===== src/logic/rtcsv_pkg.sv =====
// Constants shared by the supervisor: register map, bit positions, reset values, timing.
// Assumes a 50 MHz system clock; all pin inputs arrive asynchronously.
`default_nettype none
package rtcsv_pkg;
    // Register addresses
    localparam logic [7:0] ADDR_CTRL = 8'h08;
    localparam logic [7:0] ADDR_WDOG = 8'h09;
    localparam logic [7:0] ADDR_AMON = 8'h0A;
    localparam logic [7:0] ADDR_ADATE = 8'h0B;
    localparam logic [7:0] ADDR_AHOUR = 8'h0C;
    localparam logic [7:0] ADDR_AMIN = 8'h0D;
    localparam logic [7:0] ADDR_ASEC = 8'h0E;
    localparam logic [7:0] ADDR_FLAGS = 8'h0F;
    localparam logic [7:0] ADDR_SQW = 8'h13;
    // Bit positions
    localparam int BIT_OUT = 7;
    localparam int BIT_FT = 6;
    localparam int BIT_AFE = 7;
    localparam int BIT_SQUARE_ENABLE = 6;
    localparam int BIT_ABE = 5;
    localparam int BIT_WDS = 7;
    localparam int BIT_RPT = 7;
    localparam int BIT_RPT5 = 6;
    localparam int BIT_FT_DIV = 6;
    // Reset values
    localparam logic [7:0] CTRL_RST = 8'h80;
    localparam logic [7:0] REG_ZERO = 8'h00;
    localparam logic [4:0] SYNC_RST = 5'h06;
    // Alarm repeat codes, ordered {alarm_repeat_code}
    localparam logic [4:0] RPT_SEC = 5'h1F;
    localparam logic [4:0] RPT_MIN = 5'h1E;
    localparam logic [4:0] RPT_HOUR = 5'h1C;
    localparam logic [4:0] RPT_DAY = 5'h18;
    localparam logic [4:0] RPT_MONTH = 5'h10;
    localparam logic [4:0] RPT_YEAR = 5'h00;
    // Timebase: phase accumulator producing 65536 Hz ticks
    localparam int unsigned CLK_HZ = 50000000;
    localparam int unsigned CLK_MHZ = 50;
    localparam logic [26:0] ACC_STEP = 27'h0010000;
    localparam logic [26:0] ACC_MOD = 27'h2FAF080;
    localparam int DIV_W = 18;
    localparam int REC_W = 23;
    // Times as printed, then derived cycle counts
    localparam int unsigned T_FAST_NS = 200;
    localparam int unsigned T_SLOW_MS = 100;
    localparam int unsigned T_REC_LONG_MS = 96;
    localparam int unsigned T_REC_ST_MS = 40;
    localparam int unsigned T_REC_SHORT_US = 50;
    localparam int unsigned CYC_FAST = (T_FAST_NS * CLK_MHZ + 999) / 1000;
    localparam int unsigned CYC_SLOW = T_SLOW_MS * (CLK_HZ / 1000);
    localparam int unsigned CYC_REC_LONG = T_REC_LONG_MS * (CLK_HZ / 1000);
    localparam int unsigned CYC_REC_ST = T_REC_ST_MS * (CLK_HZ / 1000);
    localparam int unsigned CYC_REC_SHORT = T_REC_SHORT_US * CLK_MHZ;
    // Reset output sequencer
    typedef enum logic [1:0] {
        RS_RUN = 2'h0,
        RS_HOLD = 2'h1,
        RS_RECOVER = 2'h3
    } rtcsv_rst_state_t;
endpackage
`default_nettype wire


===== src/logic/rtcsv_pulse_qual.sv =====
// Low-pulse qualifier for one reset input: passes a low only once it has lasted CNT cycles.
// Assumes the input is already synchronised to i_clk.
`default_nettype none
module rtcsv_pulse_qual #(
    parameter int unsigned CNT = 10,
    parameter int W = 23
) (
    // Clock and control
    input wire logic i_clk,
    input wire logic i_sys_rst,
    input wire logic i_ce,
    // Level in, qualified level out
    input wire logic i_low,
    output logic o_qual
);
    localparam logic [W-1:0] CNT_C = W'(CNT);
    logic [W-1:0] cnt_reg, cnt_next;
    logic qual_reg, qual_next;

    // Saturating count of consecutive low cycles; a short glitch restarts it
    always_comb begin
        cnt_next = '0;
        if (i_low) begin
            cnt_next = (cnt_reg == CNT_C) ? cnt_reg : cnt_reg + 1'b1;
        end
        qual_next = i_low && (cnt_next == CNT_C);
    end

    always_ff @(posedge i_clk) begin
        if (i_sys_rst) begin
            cnt_reg <= '0;
            qual_reg <= 1'b0;
        end else if (i_ce) begin
            cnt_reg <= cnt_next;
            qual_reg <= qual_next;
        end
    end

    assign o_qual = qual_reg;
endmodule
`default_nettype wire


===== src/logic/rtcsv_top.sv =====
// Alarm, watchdog, square wave and reset supervisor of a serial clock device.
// Assumes a bus engine delivering decoded register strobes and the live pointer,
// and timekeeping logic pulsing i_time_tick on each BCD field update.
`default_nettype none
module rtcsv_top
    import rtcsv_pkg::*;
#(
    parameter int unsigned P_SLOW_CYC = CYC_SLOW,
    parameter int unsigned P_REC_LONG_CYC = CYC_REC_LONG,
    parameter int unsigned P_REC_ST_CYC = CYC_REC_ST
) (
    // Clock, reset, enable
    input wire logic i_clk,
    input wire logic i_sys_rst,
    input wire logic i_ce,
    // Register port from the serial engine
    input wire logic i_reg_wr,
    input wire logic i_reg_rd,
    input wire logic [7:0] i_reg_addr,
    input wire logic [7:0] i_reg_wdata,
    input wire logic [7:0] i_reg_ptr,
    output logic [7:0] o_reg_rdata,
    // Clock fields and status from timekeeping
    input wire logic i_time_tick,
    input wire logic [6:0] i_time_sec,
    input wire logic [6:0] i_time_min,
    input wire logic [5:0] i_time_hour,
    input wire logic [5:0] i_time_date,
    input wire logic [4:0] i_time_month,
    input wire logic i_oscillator_halt_bit,
    input wire logic i_recovery_select_bit,
    input wire logic i_battery_low,
    // Asynchronous pins
    input wire logic i_watchdog_kick_input,
    input wire logic i_reset_input_fast_n,
    input wire logic i_reset_input_slow_n,
    input wire logic i_power_fail,
    input wire logic i_battery_mode,
    // Open-drain and push-pull outputs
    output logic o_interrupt_test_pin_o,
    output logic o_interrupt_test_pin_oe,
    output logic o_reset_pin_o,
    output logic o_reset_pin_oe,
    output logic o_square_wave_pin
);
    localparam logic [REC_W-1:0] REC_LONG_C = REC_W'(P_REC_LONG_CYC);
    localparam logic [REC_W-1:0] REC_ST_C = REC_W'(P_REC_ST_CYC);
    localparam logic [REC_W-1:0] REC_SHORT_C = REC_W'(CYC_REC_SHORT);

    // Two-flop synchronisers, bit order {battery, power fail, slow, fast, kick}
    logic [4:0] pin_raw, sync1_reg, sync2_reg;
    assign pin_raw = {i_battery_mode, i_power_fail, i_reset_input_slow_n,
                      i_reset_input_fast_n, i_watchdog_kick_input};
    for (genvar g = 0; g < 5; g++) begin : g_sync
        always_ff @(posedge i_clk) begin
            if (i_sys_rst) begin
                sync1_reg[g] <= SYNC_RST[g];
                sync2_reg[g] <= SYNC_RST[g];
            end else if (i_ce) begin
                sync1_reg[g] <= pin_raw[g];
                sync2_reg[g] <= sync1_reg[g];
            end
        end
    end
    logic bat_s, pf_s, fast_q, slow_q;
    assign bat_s = sync2_reg[4];
    assign pf_s = sync2_reg[3];

    // Glitch filters on both reset inputs
    rtcsv_pulse_qual #(.CNT(CYC_FAST), .W(REC_W)) u_fast (
        .i_clk(i_clk), .i_sys_rst(i_sys_rst), .i_ce(i_ce),
        .i_low(!sync2_reg[1]), .o_qual(fast_q));
    rtcsv_pulse_qual #(.CNT(P_SLOW_CYC), .W(REC_W)) u_slow (
        .i_clk(i_clk), .i_sys_rst(i_sys_rst), .i_ce(i_ce),
        .i_low(!sync2_reg[2]), .o_qual(slow_q));

    // Timebase: 65536 Hz tick and binary divider
    logic [25:0] acc_reg, acc_next;
    logic [DIV_W-1:0] div_reg, div_next;
    logic [26:0] acc_sum, acc_sub;
    logic tb_tick;
    assign acc_sum = {1'b0, acc_reg} + ACC_STEP;
    assign acc_sub = acc_sum - ACC_MOD;
    assign tb_tick = (acc_sum >= ACC_MOD);
    always_comb begin
        acc_next = tb_tick ? acc_sub[25:0] : acc_sum[25:0];
        div_next = tb_tick ? div_reg + 1'b1 : div_reg;
    end
    always_ff @(posedge i_clk) begin
        if (i_sys_rst) begin
            acc_reg <= '0;
            div_reg <= '0;
        end else if (i_ce) begin
            acc_reg <= acc_next;
            div_reg <= div_next;
        end
    end

    // Host-visible and supervisory state
    logic [7:0] ctrl_reg, ctrl_next, wdog_reg, wdog_next, amon_reg, amon_next;
    logic [7:0] adate_reg, adate_next, ahour_reg, ahour_next;
    logic [7:0] amin_reg, amin_next, asec_reg, asec_next, sqw_reg, sqw_next;
    logic [7:0] rdata_reg, rdata_next;
    logic af_reg, af_next, wdf_reg, wdf_next, alarm_irq_reg, alarm_irq_next;
    logic wd_irq_reg, wd_irq_next, wd_stop_reg, wd_stop_next, kick_d_reg, kick_d_next;
    logic irq_oe_reg, irq_oe_next, sqw_out_reg, sqw_out_next;
    logic [4:0] wd_cnt_reg, wd_cnt_next;

    logic [4:0] rpt, wd_mult;
    logic [1:0] wd_res;
    logic watchdog_steering, afe, abe, square_enable, ft, res_tick, kick_edge, wr_wdog, restart, wd_timeout;
    logic rd_flags, n_sec, n_min, n_hour, n_date, n_mon, alarm_hit, alarm_drive;
    logic ft_mode, idle_mode;
    logic [3:0] rate;

    assign rpt = {adate_reg[BIT_RPT5], adate_reg[BIT_RPT], ahour_reg[BIT_RPT],
                  amin_reg[BIT_RPT], asec_reg[BIT_RPT]};
    assign watchdog_steering = wdog_reg[BIT_WDS];
    assign wd_mult = wdog_reg[6:2];
    assign wd_res = wdog_reg[1:0];
    assign afe = amon_reg[BIT_AFE];
    assign abe = amon_reg[BIT_ABE];
    assign square_enable = amon_reg[BIT_SQUARE_ENABLE];
    assign ft = ctrl_reg[BIT_FT];
    assign rate = sqw_reg[7:4];
    assign kick_edge = sync2_reg[0] ^ kick_d_reg;
    assign wr_wdog = i_reg_wr && (i_reg_addr == ADDR_WDOG);
    assign rd_flags = i_reg_rd && (i_reg_addr == ADDR_FLAGS);
    assign restart = kick_edge || wr_wdog;

    // Resolution tick at 1/16, 1/4, 1 or 4 s
    always_comb begin
        case (wd_res)
            2'h0: res_tick = tb_tick && (&div_reg[11:0]);
            2'h1: res_tick = tb_tick && (&div_reg[13:0]);
            2'h2: res_tick = tb_tick && (&div_reg[15:0]);
            default: res_tick = tb_tick && (&div_reg[17:0]);
        endcase
    end
    // A restart in the expiry cycle wins, so a late kick still rescues the host
    assign wd_timeout = res_tick && (wd_mult != 5'h00) && !wd_stop_reg && !restart &&
                        (({1'b0, wd_cnt_reg} + 6'h01) == {1'b0, wd_mult});

    // Field masks per repeat mode; unknown codes fall to every second
    always_comb begin
        {n_sec, n_min, n_hour, n_date, n_mon} = 5'h00;
        case (rpt)
            RPT_MIN: n_sec = 1'b1;
            RPT_HOUR: {n_sec, n_min} = 2'h3;
            RPT_DAY: {n_sec, n_min, n_hour} = 3'h7;
            RPT_MONTH: {n_sec, n_min, n_hour, n_date} = 4'hF;
            RPT_YEAR: {n_sec, n_min, n_hour, n_date, n_mon} = 5'h1F;
            default: {n_sec, n_min, n_hour, n_date, n_mon} = 5'h00;
        endcase
    end
    // Compared only on the update pulse so one match raises one event
    assign alarm_hit = i_time_tick &&
        (!n_sec || (asec_reg[6:0] == i_time_sec)) &&
        (!n_min || (amin_reg[6:0] == i_time_min)) &&
        (!n_hour || (ahour_reg[5:0] == i_time_hour)) &&
        (!n_date || (adate_reg[5:0] == i_time_date)) &&
        (!n_mon || (amon_reg[4:0] == i_time_month));
    assign alarm_drive = alarm_irq_reg && (i_reg_ptr != ADDR_FLAGS);
    assign ft_mode = ft && !i_oscillator_halt_bit && !afe &&
                     (watchdog_steering || (wdog_reg == REG_ZERO));
    assign idle_mode = !ft && !afe && (wdog_reg == REG_ZERO);

    // Next-state for registers, flags, watchdog and pins
    always_comb begin
        ctrl_next = ctrl_reg;
        wdog_next = wdog_reg;
        amon_next = amon_reg;
        adate_next = adate_reg;
        ahour_next = ahour_reg;
        amin_next = amin_reg;
        asec_next = asec_reg;
        sqw_next = sqw_reg;
        af_next = af_reg;
        wdf_next = wdf_reg;
        alarm_irq_next = alarm_irq_reg;
        wd_irq_next = wd_irq_reg;
        wd_stop_next = wd_stop_reg;
        wd_cnt_next = wd_cnt_reg;
        kick_d_next = sync2_reg[0];
        rdata_next = rdata_reg;
        if (i_reg_wr) begin
            case (i_reg_addr)
                ADDR_CTRL: ctrl_next = i_reg_wdata;
                ADDR_WDOG: wdog_next = i_reg_wdata;
                ADDR_AMON: amon_next = i_reg_wdata;
                ADDR_ADATE: adate_next = i_reg_wdata;
                ADDR_AHOUR: ahour_next = i_reg_wdata;
                ADDR_AMIN: amin_next = i_reg_wdata;
                ADDR_ASEC: asec_next = i_reg_wdata;
                ADDR_SQW: sqw_next = {i_reg_wdata[7:4], 4'h0};
                default: ;
            endcase
        end
        // Watchdog count
        if (restart) begin
            wd_cnt_next = 5'h00;
            wd_stop_next = 1'b0;
            if (wr_wdog && (i_reg_wdata == REG_ZERO)) begin
                wd_irq_next = 1'b0;
            end
        end else if (res_tick && !wd_stop_reg && (wd_mult != 5'h00)) begin
            wd_cnt_next = wd_cnt_reg + 5'h01;
        end
        // Flag reads clear first; hardware sets below take precedence
        if (rd_flags) begin
            af_next = 1'b0;
            alarm_irq_next = 1'b0;
            wdf_next = 1'b0;
        end
        if (wd_timeout) begin
            wdf_next = 1'b1;
            wd_cnt_next = 5'h00;
            if (watchdog_steering) begin
                wdog_next = REG_ZERO;
                ctrl_next[BIT_FT] = 1'b0;
                amon_next[BIT_AFE] = 1'b0;
                amon_next[BIT_ABE] = 1'b0;
                amon_next[BIT_SQUARE_ENABLE] = 1'b0;
            end else begin
                wd_irq_next = 1'b1;
                wd_stop_next = 1'b1;
            end
        end
        if (alarm_hit) begin
            af_next = 1'b1;
            if (afe && (!bat_s || abe)) begin
                alarm_irq_next = 1'b1;
            end
        end
        // Read data captured before the clear, so the cleared flag shows next read
        if (i_reg_rd) begin
            case (i_reg_addr)
                ADDR_CTRL: rdata_next = ctrl_reg;
                ADDR_WDOG: rdata_next = wdog_reg;
                ADDR_AMON: rdata_next = amon_reg;
                ADDR_ADATE: rdata_next = adate_reg;
                ADDR_AHOUR: rdata_next = ahour_reg;
                ADDR_AMIN: rdata_next = amin_reg;
                ADDR_ASEC: rdata_next = asec_reg;
                ADDR_FLAGS: rdata_next = {wdf_reg, af_reg, 1'b0, i_battery_low, 4'h0};
                ADDR_SQW: rdata_next = sqw_reg;
                default: rdata_next = REG_ZERO;
            endcase
        end
        // Interrupt pin: pending events, then test tone, then level bit
        if (wd_irq_reg || alarm_drive) begin
            irq_oe_next = 1'b1;
        end else if (ft_mode) begin
            irq_oe_next = !div_reg[BIT_FT_DIV];
        end else if (idle_mode) begin
            irq_oe_next = !ctrl_reg[BIT_OUT];
        end else begin
            irq_oe_next = 1'b0;
        end
        // Square wave: code 1 uses divider bit 0, higher codes use bit = code
        if (!square_enable || (rate == 4'h0)) begin
            sqw_out_next = 1'b0;
        end else if (rate == 4'h1) begin
            sqw_out_next = div_reg[0];
        end else begin
            sqw_out_next = div_reg[rate];
        end
    end

    // Power-up clears enables and watchdog; the level bit comes up set
    always_ff @(posedge i_clk) begin
        if (i_sys_rst) begin
            ctrl_reg <= CTRL_RST;
            wdog_reg <= REG_ZERO;
            amon_reg <= REG_ZERO;
            adate_reg <= REG_ZERO;
            ahour_reg <= REG_ZERO;
            amin_reg <= REG_ZERO;
            asec_reg <= REG_ZERO;
            sqw_reg <= REG_ZERO;
            rdata_reg <= REG_ZERO;
            af_reg <= 1'b0;
            wdf_reg <= 1'b0;
            alarm_irq_reg <= 1'b0;
            wd_irq_reg <= 1'b0;
            wd_stop_reg <= 1'b0;
            wd_cnt_reg <= 5'h00;
            kick_d_reg <= 1'b0;
            irq_oe_reg <= 1'b0;
            sqw_out_reg <= 1'b0;
        end else if (i_ce) begin
            ctrl_reg <= ctrl_next;
            wdog_reg <= wdog_next;
            amon_reg <= amon_next;
            adate_reg <= adate_next;
            ahour_reg <= ahour_next;
            amin_reg <= amin_next;
            asec_reg <= asec_next;
            sqw_reg <= sqw_next;
            rdata_reg <= rdata_next;
            af_reg <= af_next;
            wdf_reg <= wdf_next;
            alarm_irq_reg <= alarm_irq_next;
            wd_irq_reg <= wd_irq_next;
            wd_stop_reg <= wd_stop_next;
            wd_cnt_reg <= wd_cnt_next;
            kick_d_reg <= kick_d_next;
            irq_oe_reg <= irq_oe_next;
            sqw_out_reg <= sqw_out_next;
        end
    end

    // Reset output sequencer
    rtcsv_rst_state_t rs_state_reg, rs_state_next;
    logic [REC_W-1:0] rec_cnt_reg, rec_cnt_next, rec_len;
    logic rst_oe_reg, rst_oe_next, rst_src;
    assign rst_src = pf_s || fast_q || slow_q;
    assign rec_len = i_recovery_select_bit ? REC_SHORT_C :
                     (i_oscillator_halt_bit ? REC_ST_C : REC_LONG_C);
    always_comb begin
        rs_state_next = rs_state_reg;
        rec_cnt_next = rec_cnt_reg;
        case (rs_state_reg)
            RS_RUN: begin
                if (rst_src) begin
                    rs_state_next = RS_HOLD;
                end else if (wd_timeout && watchdog_steering) begin
                    rs_state_next = RS_RECOVER;
                    rec_cnt_next = rec_len - 1'b1;
                end
            end
            RS_HOLD: begin
                if (!rst_src) begin
                    rs_state_next = RS_RECOVER;
                    rec_cnt_next = rec_len - 1'b1;
                end
            end
            RS_RECOVER: begin
                if (rst_src) begin
                    rs_state_next = RS_HOLD;
                end else if (rec_cnt_reg == '0) begin
                    rs_state_next = RS_RUN;
                end else begin
                    rec_cnt_next = rec_cnt_reg - 1'b1;
                end
            end
            default: rs_state_next = RS_HOLD;
        endcase
        rst_oe_next = (rs_state_next != RS_RUN);
    end
    // Comes out of reset driving low: the host sees a clean reset after power-up
    always_ff @(posedge i_clk) begin
        if (i_sys_rst) begin
            rs_state_reg <= RS_RECOVER;
            rec_cnt_reg <= REC_SHORT_C;
            rst_oe_reg <= 1'b1;
        end else if (i_ce) begin
            rs_state_reg <= rs_state_next;
            rec_cnt_reg <= rec_cnt_next;
            rst_oe_reg <= rst_oe_next;
        end
    end

    assign o_reg_rdata = rdata_reg;
    assign o_interrupt_test_pin_o = 1'b0;
    assign o_interrupt_test_pin_oe = irq_oe_reg;
    assign o_reset_pin_o = 1'b0;
    assign o_reset_pin_oe = rst_oe_reg;
    assign o_square_wave_pin = sqw_out_reg;
endmodule
`default_nettype wire


===== config.mk =====
export PLATFORM = sky130hd
export DESIGN_NAME = rtcsv_top
export DESIGN_NICKNAME = d
export VERILOG_FILES = /design/src/logic/rtcsv_pkg.sv /design/src/logic/rtcsv_pulse_qual.sv /design/src/logic/rtcsv_top.sv
export SDC_FILE = /design/constraint.sdc
export NUM_CORES = 1
export LEC_CHECK = 0
export ABC_AREA = 1
export BUFFER_PORTS_ARGS = -buffer_cell sky130_fd_sc_hd__clkbuf_2
export CAP_MARGIN = 30
export CORE_MARGIN = 1.5
export CORE_UTILIZATION = 45
export DETAILED_ROUTE_END_ITERATION = 10
export PLACE_DENSITY = 0.62
export SLEW_MARGIN = 20
export SYNTH_ARGS = -nofsm -noshare
export SYNTH_HDL_FRONTEND = slang
export SYNTH_HIERARCHICAL = 1
export SYNTH_SLANG_ARGS = --single-unit

===== constraint.sdc =====
create_clock -name i_clk -period 3.9 [get_ports i_clk]
set_clock_uncertainty 0.15 [all_clocks]
set_input_delay 0.39 -clock i_clk [delete_from_list [all_inputs] [get_ports i_clk]]
set_output_delay 0.39 -clock i_clk [all_outputs]
set_load 0.01 [all_outputs]

==> impl.org <==
** Worst setup path
- At the worst endpoint, the required time is 4.22 ns.
- Termination of the worst setup path :: acc_reg[11]$_SDFFE_PP0P_
- Origin of the worst setup path :: acc_reg[16]$_SDFFE_PP0P_
- The critical path crosses 14 cells after its start point.
- Delay of the slowest critical-path stage :: 0.46 ns
- Worst Setup Start Kind :: register
- Critical path's slowest cell :: sky130_fd_sc_hd__dfxtp_1
- Destination of the worst register-to-register timing path :: acc_reg[11]$_SDFFE_PP0P_
- Number of cells traversed by the worst register-to-register path :: 14
- The worst setup path is of the register to register kind.
- Together, buffers and inverters on the worst path number 3.
- Reg-to-reg critical path startpoint :: acc_reg[16]$_SDFFE_PP0P_
- In this run the register-to-register setup slack is 0.99 ns.
- In this design, the largest share of critical-path delay is due to simple AND/OR/NAND/NOR gates.
- CP cell instances :: inv_2 -> ha_1 -> nor2_1 -> nand3_1 -> nand2_1 -> inv_1 -> nand2_1 -> nand3_1 -> nand2_2 -> nand2_2 -> nor2_4 -> inv_2 -> o21ai_0 -> nor3b_1
- Type of element capturing the critical path :: register
- Data on the critical path arrives at its endpoint at 3.23 ns.
- In this run the worst path has a maximum fanout of 25.

** Synthesis
- Total standard cell area after synthesis :: 12300 sq um
- Share of the yosys chip area belonging to registers :: 0.329
- YS warnings :: 6
- Syn avg cell area :: 6.52 sq um
- Number of library cell types mapped by synthesis :: 52
- Synthesis produced 1887 cells.
- Total of flip-flops plus latches after synthesis :: 202

** Die
- The total area inside the core boundary comes to 26900 sq um.
- For this configuration, the core starts out at a cell density of 0.458.
- Die W :: 168 um
- Floorplan row count :: 60
- Die Area :: 28300 sq um
- Top Ports :: 82
- From bottom edge to top edge, the die measures 168 um.

** Clock tree
- Source-to-sink clock delay at the later pin of the worst-skew pair :: 0.54 ns
- In this run, CTS created clock tree buffers numbering 25.
- TritonCTS built the clock tree.
- In this run the number of H-tree levels came out at 1.
- Clock-pin slew of the registers on the worst-case setup and hold paths :: 0.06 ns
- No sink is reached through more buffers than the 3 on the longest clock path.
- Root Buffer :: sky130_fd_sc_hd__clkbuf_16
- Total clock sinks :: 202

** Final layout
- The count of cells in the finished layout, fillers not included, comes to 2298.
- Count of filler cells inserted in the layout :: 2739
- Summing all multi-input logic gate instances after layout gives 7110 sq um.
- Synth-to-Final Area Change :: 12.2%
- Final net count :: 2023
- The number of antenna diodes in the final layout is 0.
- In the final layout, the share of cells above drive strength 1 is 0.110.
- Total area of sequential cells :: 4040 sq um

** Global route
- The initial antenna violation count was 0.
- First-pass GRT wire length :: 55.5 mm
- Gr ovfl total :: 0
- Number of global-route vias before repair :: 11200
- For this run, the total global-route usage over all layers was measured as 0.234.
- Pin count of the biggest net entering global routing :: 95

** Route
- The final route contains 12200 vias.
- After detailed routing, the number of remaining DRC violations is 0.
- Met2 routed WL :: 15.3 mm
- Total wirelength of the detailed-routed design :: 33.6 mm
- Wire length on met3 :: 1.42 mm
- The highest metal layer carrying signal wires in the routed design is met4.
- For this block, wires on met1 add up to 16.2 mm.
- The detailed router finished its first iteration with 889 violations.
- After detailed routing, the average wire length per cell comes to 14.6 um.
- Avg Vias per Cell :: 5.32
- In this run the remaining antenna-violating nets after routing total 0.
- The first detailed-routing pass ran for 5 iterations.

** Timing
- The number of endpoints with negative hold slack in the final report was 0.
- After layout, the minimum clock period comes to 2.91 ns.
- Based on the critical path, the design can be clocked at up to 344 MHz.
- Transition at the pin with the smallest max-transition slack :: 0.839 ns
- The max-slew violation count is 0.
- Setup repair after global routing left no endpoint under its margin.
- Setup violators final :: 0
- After routing, the total negative slack on setup checks comes to 0 ns.
- Measured against its own limit, the worst slew margin works out to 0.440.
- Of the available clock period, the critical path in the final layout requires 0.746.

** Run
- Total of max-cap violations :: 0

** Hold path
- The worst hold path belongs to the class primary input to register.

** Placed design
- I/O Buffers :: 79
- Summed over all nets, the half-perimeter wirelength after detailed placement is 24.2 mm.
- The congestion estimate from routability-driven global placement came to 0.905.
- After detailed placement, the design holds a cell count of 2251.

** Power and ir drop
- Summed over all cells, the static leakage comes to 5.68 nW.
- The worst-case IR drop observed on VDD is 0.309 mV.
- For this design the ratio of total power to cell area is 376 nW/um^2.

** Run status
- Status :: finished clean
==> worst register-to-register path: stages, from the launching register on <==
cell and delay [ns]:
sky130_fd_sc_hd__dfxtp_1 0.46, sky130_fd_sc_hd__inv_2 0.10, sky130_fd_sc_hd__ha_1 0.34, sky130_fd_sc_hd__nor2_1 0.16
sky130_fd_sc_hd__nand3_1 0.09, sky130_fd_sc_hd__nand2_1 0.09, sky130_fd_sc_hd__inv_1 0.06, sky130_fd_sc_hd__nand2_1 0.06
sky130_fd_sc_hd__nand3_1 0.09, sky130_fd_sc_hd__nand2_2 0.09, sky130_fd_sc_hd__nand2_2 0.10, sky130_fd_sc_hd__nor2_4 0.46
sky130_fd_sc_hd__inv_2 0.23, sky130_fd_sc_hd__o21ai_0 0.18, sky130_fd_sc_hd__nor3b_1 0.18
==> per-stage QoR <==
| stage | hold WS, ns | area, sq um | total power [mW] | util | setup WS, ns |
|---|---|---|---|---|---|
| global route | 0.0742 | 13800 | 5.43 | 0.513 | 0.611 |
| detailed placement | 0.294 | 12900 | 2.86 | 0.481 | 0.984 |
| floorplan | 0.279 | 12300 | 2.69 | - | 1.58 |
| global placement | 0.288 | 12900 | 2.86 | 0.481 | 1.09 |
| finish | 0.0665 | 13800 | 5.19 | 0.513 | 0.990 |
| CTS | 0.0436 | 13800 | 5.25 | 0.513 | 0.987 |
==> logic make-up (layout without fill, tap and decap cells) <==
group	count (synthesis)	count (layout)	share of synthesized area
XOR/XNOR	72	72	0.0513
AO/OA/AOI/OAI	425	425	0.191
AND/OR/NAND/NOR	884	884	0.323
adder cells (fa/ha/maj)	12	12	0.0122
buffers and inverters	291	360	0.0940
flip-flops	202	202	0.329
other	1	2	0.000305
==> layout make-up <==
cell class	count	area share
sequential	202	0.293
clock inverter	10	0.0110
inverter	225	0.0612
clock buffer	32	0.0494
tap	341	0.0309
timing repair buffer	93	0.0392
multi-input combinational	1395	0.515
==> worst min-delay path by stage <==
stage                                         start                         to  depth (start not counted)
final                                i_reg_wdata[6]    sqw_reg[6]$_SDFFE_PP0P_                          3
after global routing                 i_reg_wdata[6]    sqw_reg[6]$_SDFFE_PP0P_                          3
after CTS                            i_reg_wdata[6]    sqw_reg[6]$_SDFFE_PP0P_                          3
after detailed placement  sync1_reg[1]$_SDFFE_PP1P_  sync1_reg[1]$_SDFFE_PP1P_                          2
after global placement     ctrl_reg[2]$_SDFFE_PP0P_   ctrl_reg[2]$_SDFFE_PP0P_                          2
after floorplan           sync1_reg[1]$_SDFFE_PP1P_  sync1_reg[1]$_SDFFE_PP1P_                          2
==> cells in the final DEF, fill, tap and decap left out, types with 25 or more instances in the layout <==
master                      instances
sky130_fd_sc_hd__nand3_1          144
sky130_fd_sc_hd__clkbuf_16         25
sky130_fd_sc_hd__inv_1            211
sky130_fd_sc_hd__a21oi_1          179
sky130_fd_sc_hd__nor2_1           228
sky130_fd_sc_hd__nor3_1            27
sky130_fd_sc_hd__clkbuf_2          78
sky130_fd_sc_hd__o21ai_0          160
sky130_fd_sc_hd__xor2_1            49
sky130_fd_sc_hd__dfxtp_1          202
sky130_fd_sc_hd__nand4_1           39
sky130_fd_sc_hd__nand2_1          358
==> metal layers <==
layer | vias up | global-route usage
met5 | - | 0
met4 | 0 | 0.0528
met3 | 44 | 0.0268
met2 | 239 | 0.391
met1 | 5600 | 0.324
li1 | 6347 | -
==> report_power, final <==
group | leakage (nW) | switching [mW] | internal (mW)
Combinational | 3.63 | 0.393 | 0.214
Sequential | 1.65 | 0.0814 | 2.14
Clock | 0.399 | 0.927 | 1.43
==> cell usage after synthesis, drive strengths merged <==
cell type	n	area, sq um
or2	3	18.8
nor3	30	165
nor4	8	50.1
nand3	154	821
nand2	384	1520
nand4	39	244
o21bai	8	60.1
ha	12	150
clkinv	2	7.51
a221oi	9	78.8
o41ai	4	35.0
xnor2	23	201
nor2	253	1050
a21boi	1	7.51
o211a	2	20.0
a211oi	10	75.1
o31ai	1	7.51
a31oi	3	18.8
o21a	2	15.0
xor2	49	429
buf	19	135
clkbuf	47	176
inv	223	837
o22ai	12	81.3
o2111ai	3	26.3
o211ai	16	120
a21oi	183	927
conb	1	3.75
and2	1	6.26
o21ai	169	857
dfxtp	202	4040
nand3b	8	63.8
nor3b	4	35.0
a22oi	2	15.0
==> repair_timing <==
action / 4_1_cts / 5_1_grt
buffers inserted: 0 / 0
resized for setup: 0 / 0
hold buffers: 5 / 0
endpoints found under the hold margin: 5 / 0
Power figures use the tool's default switching activity.
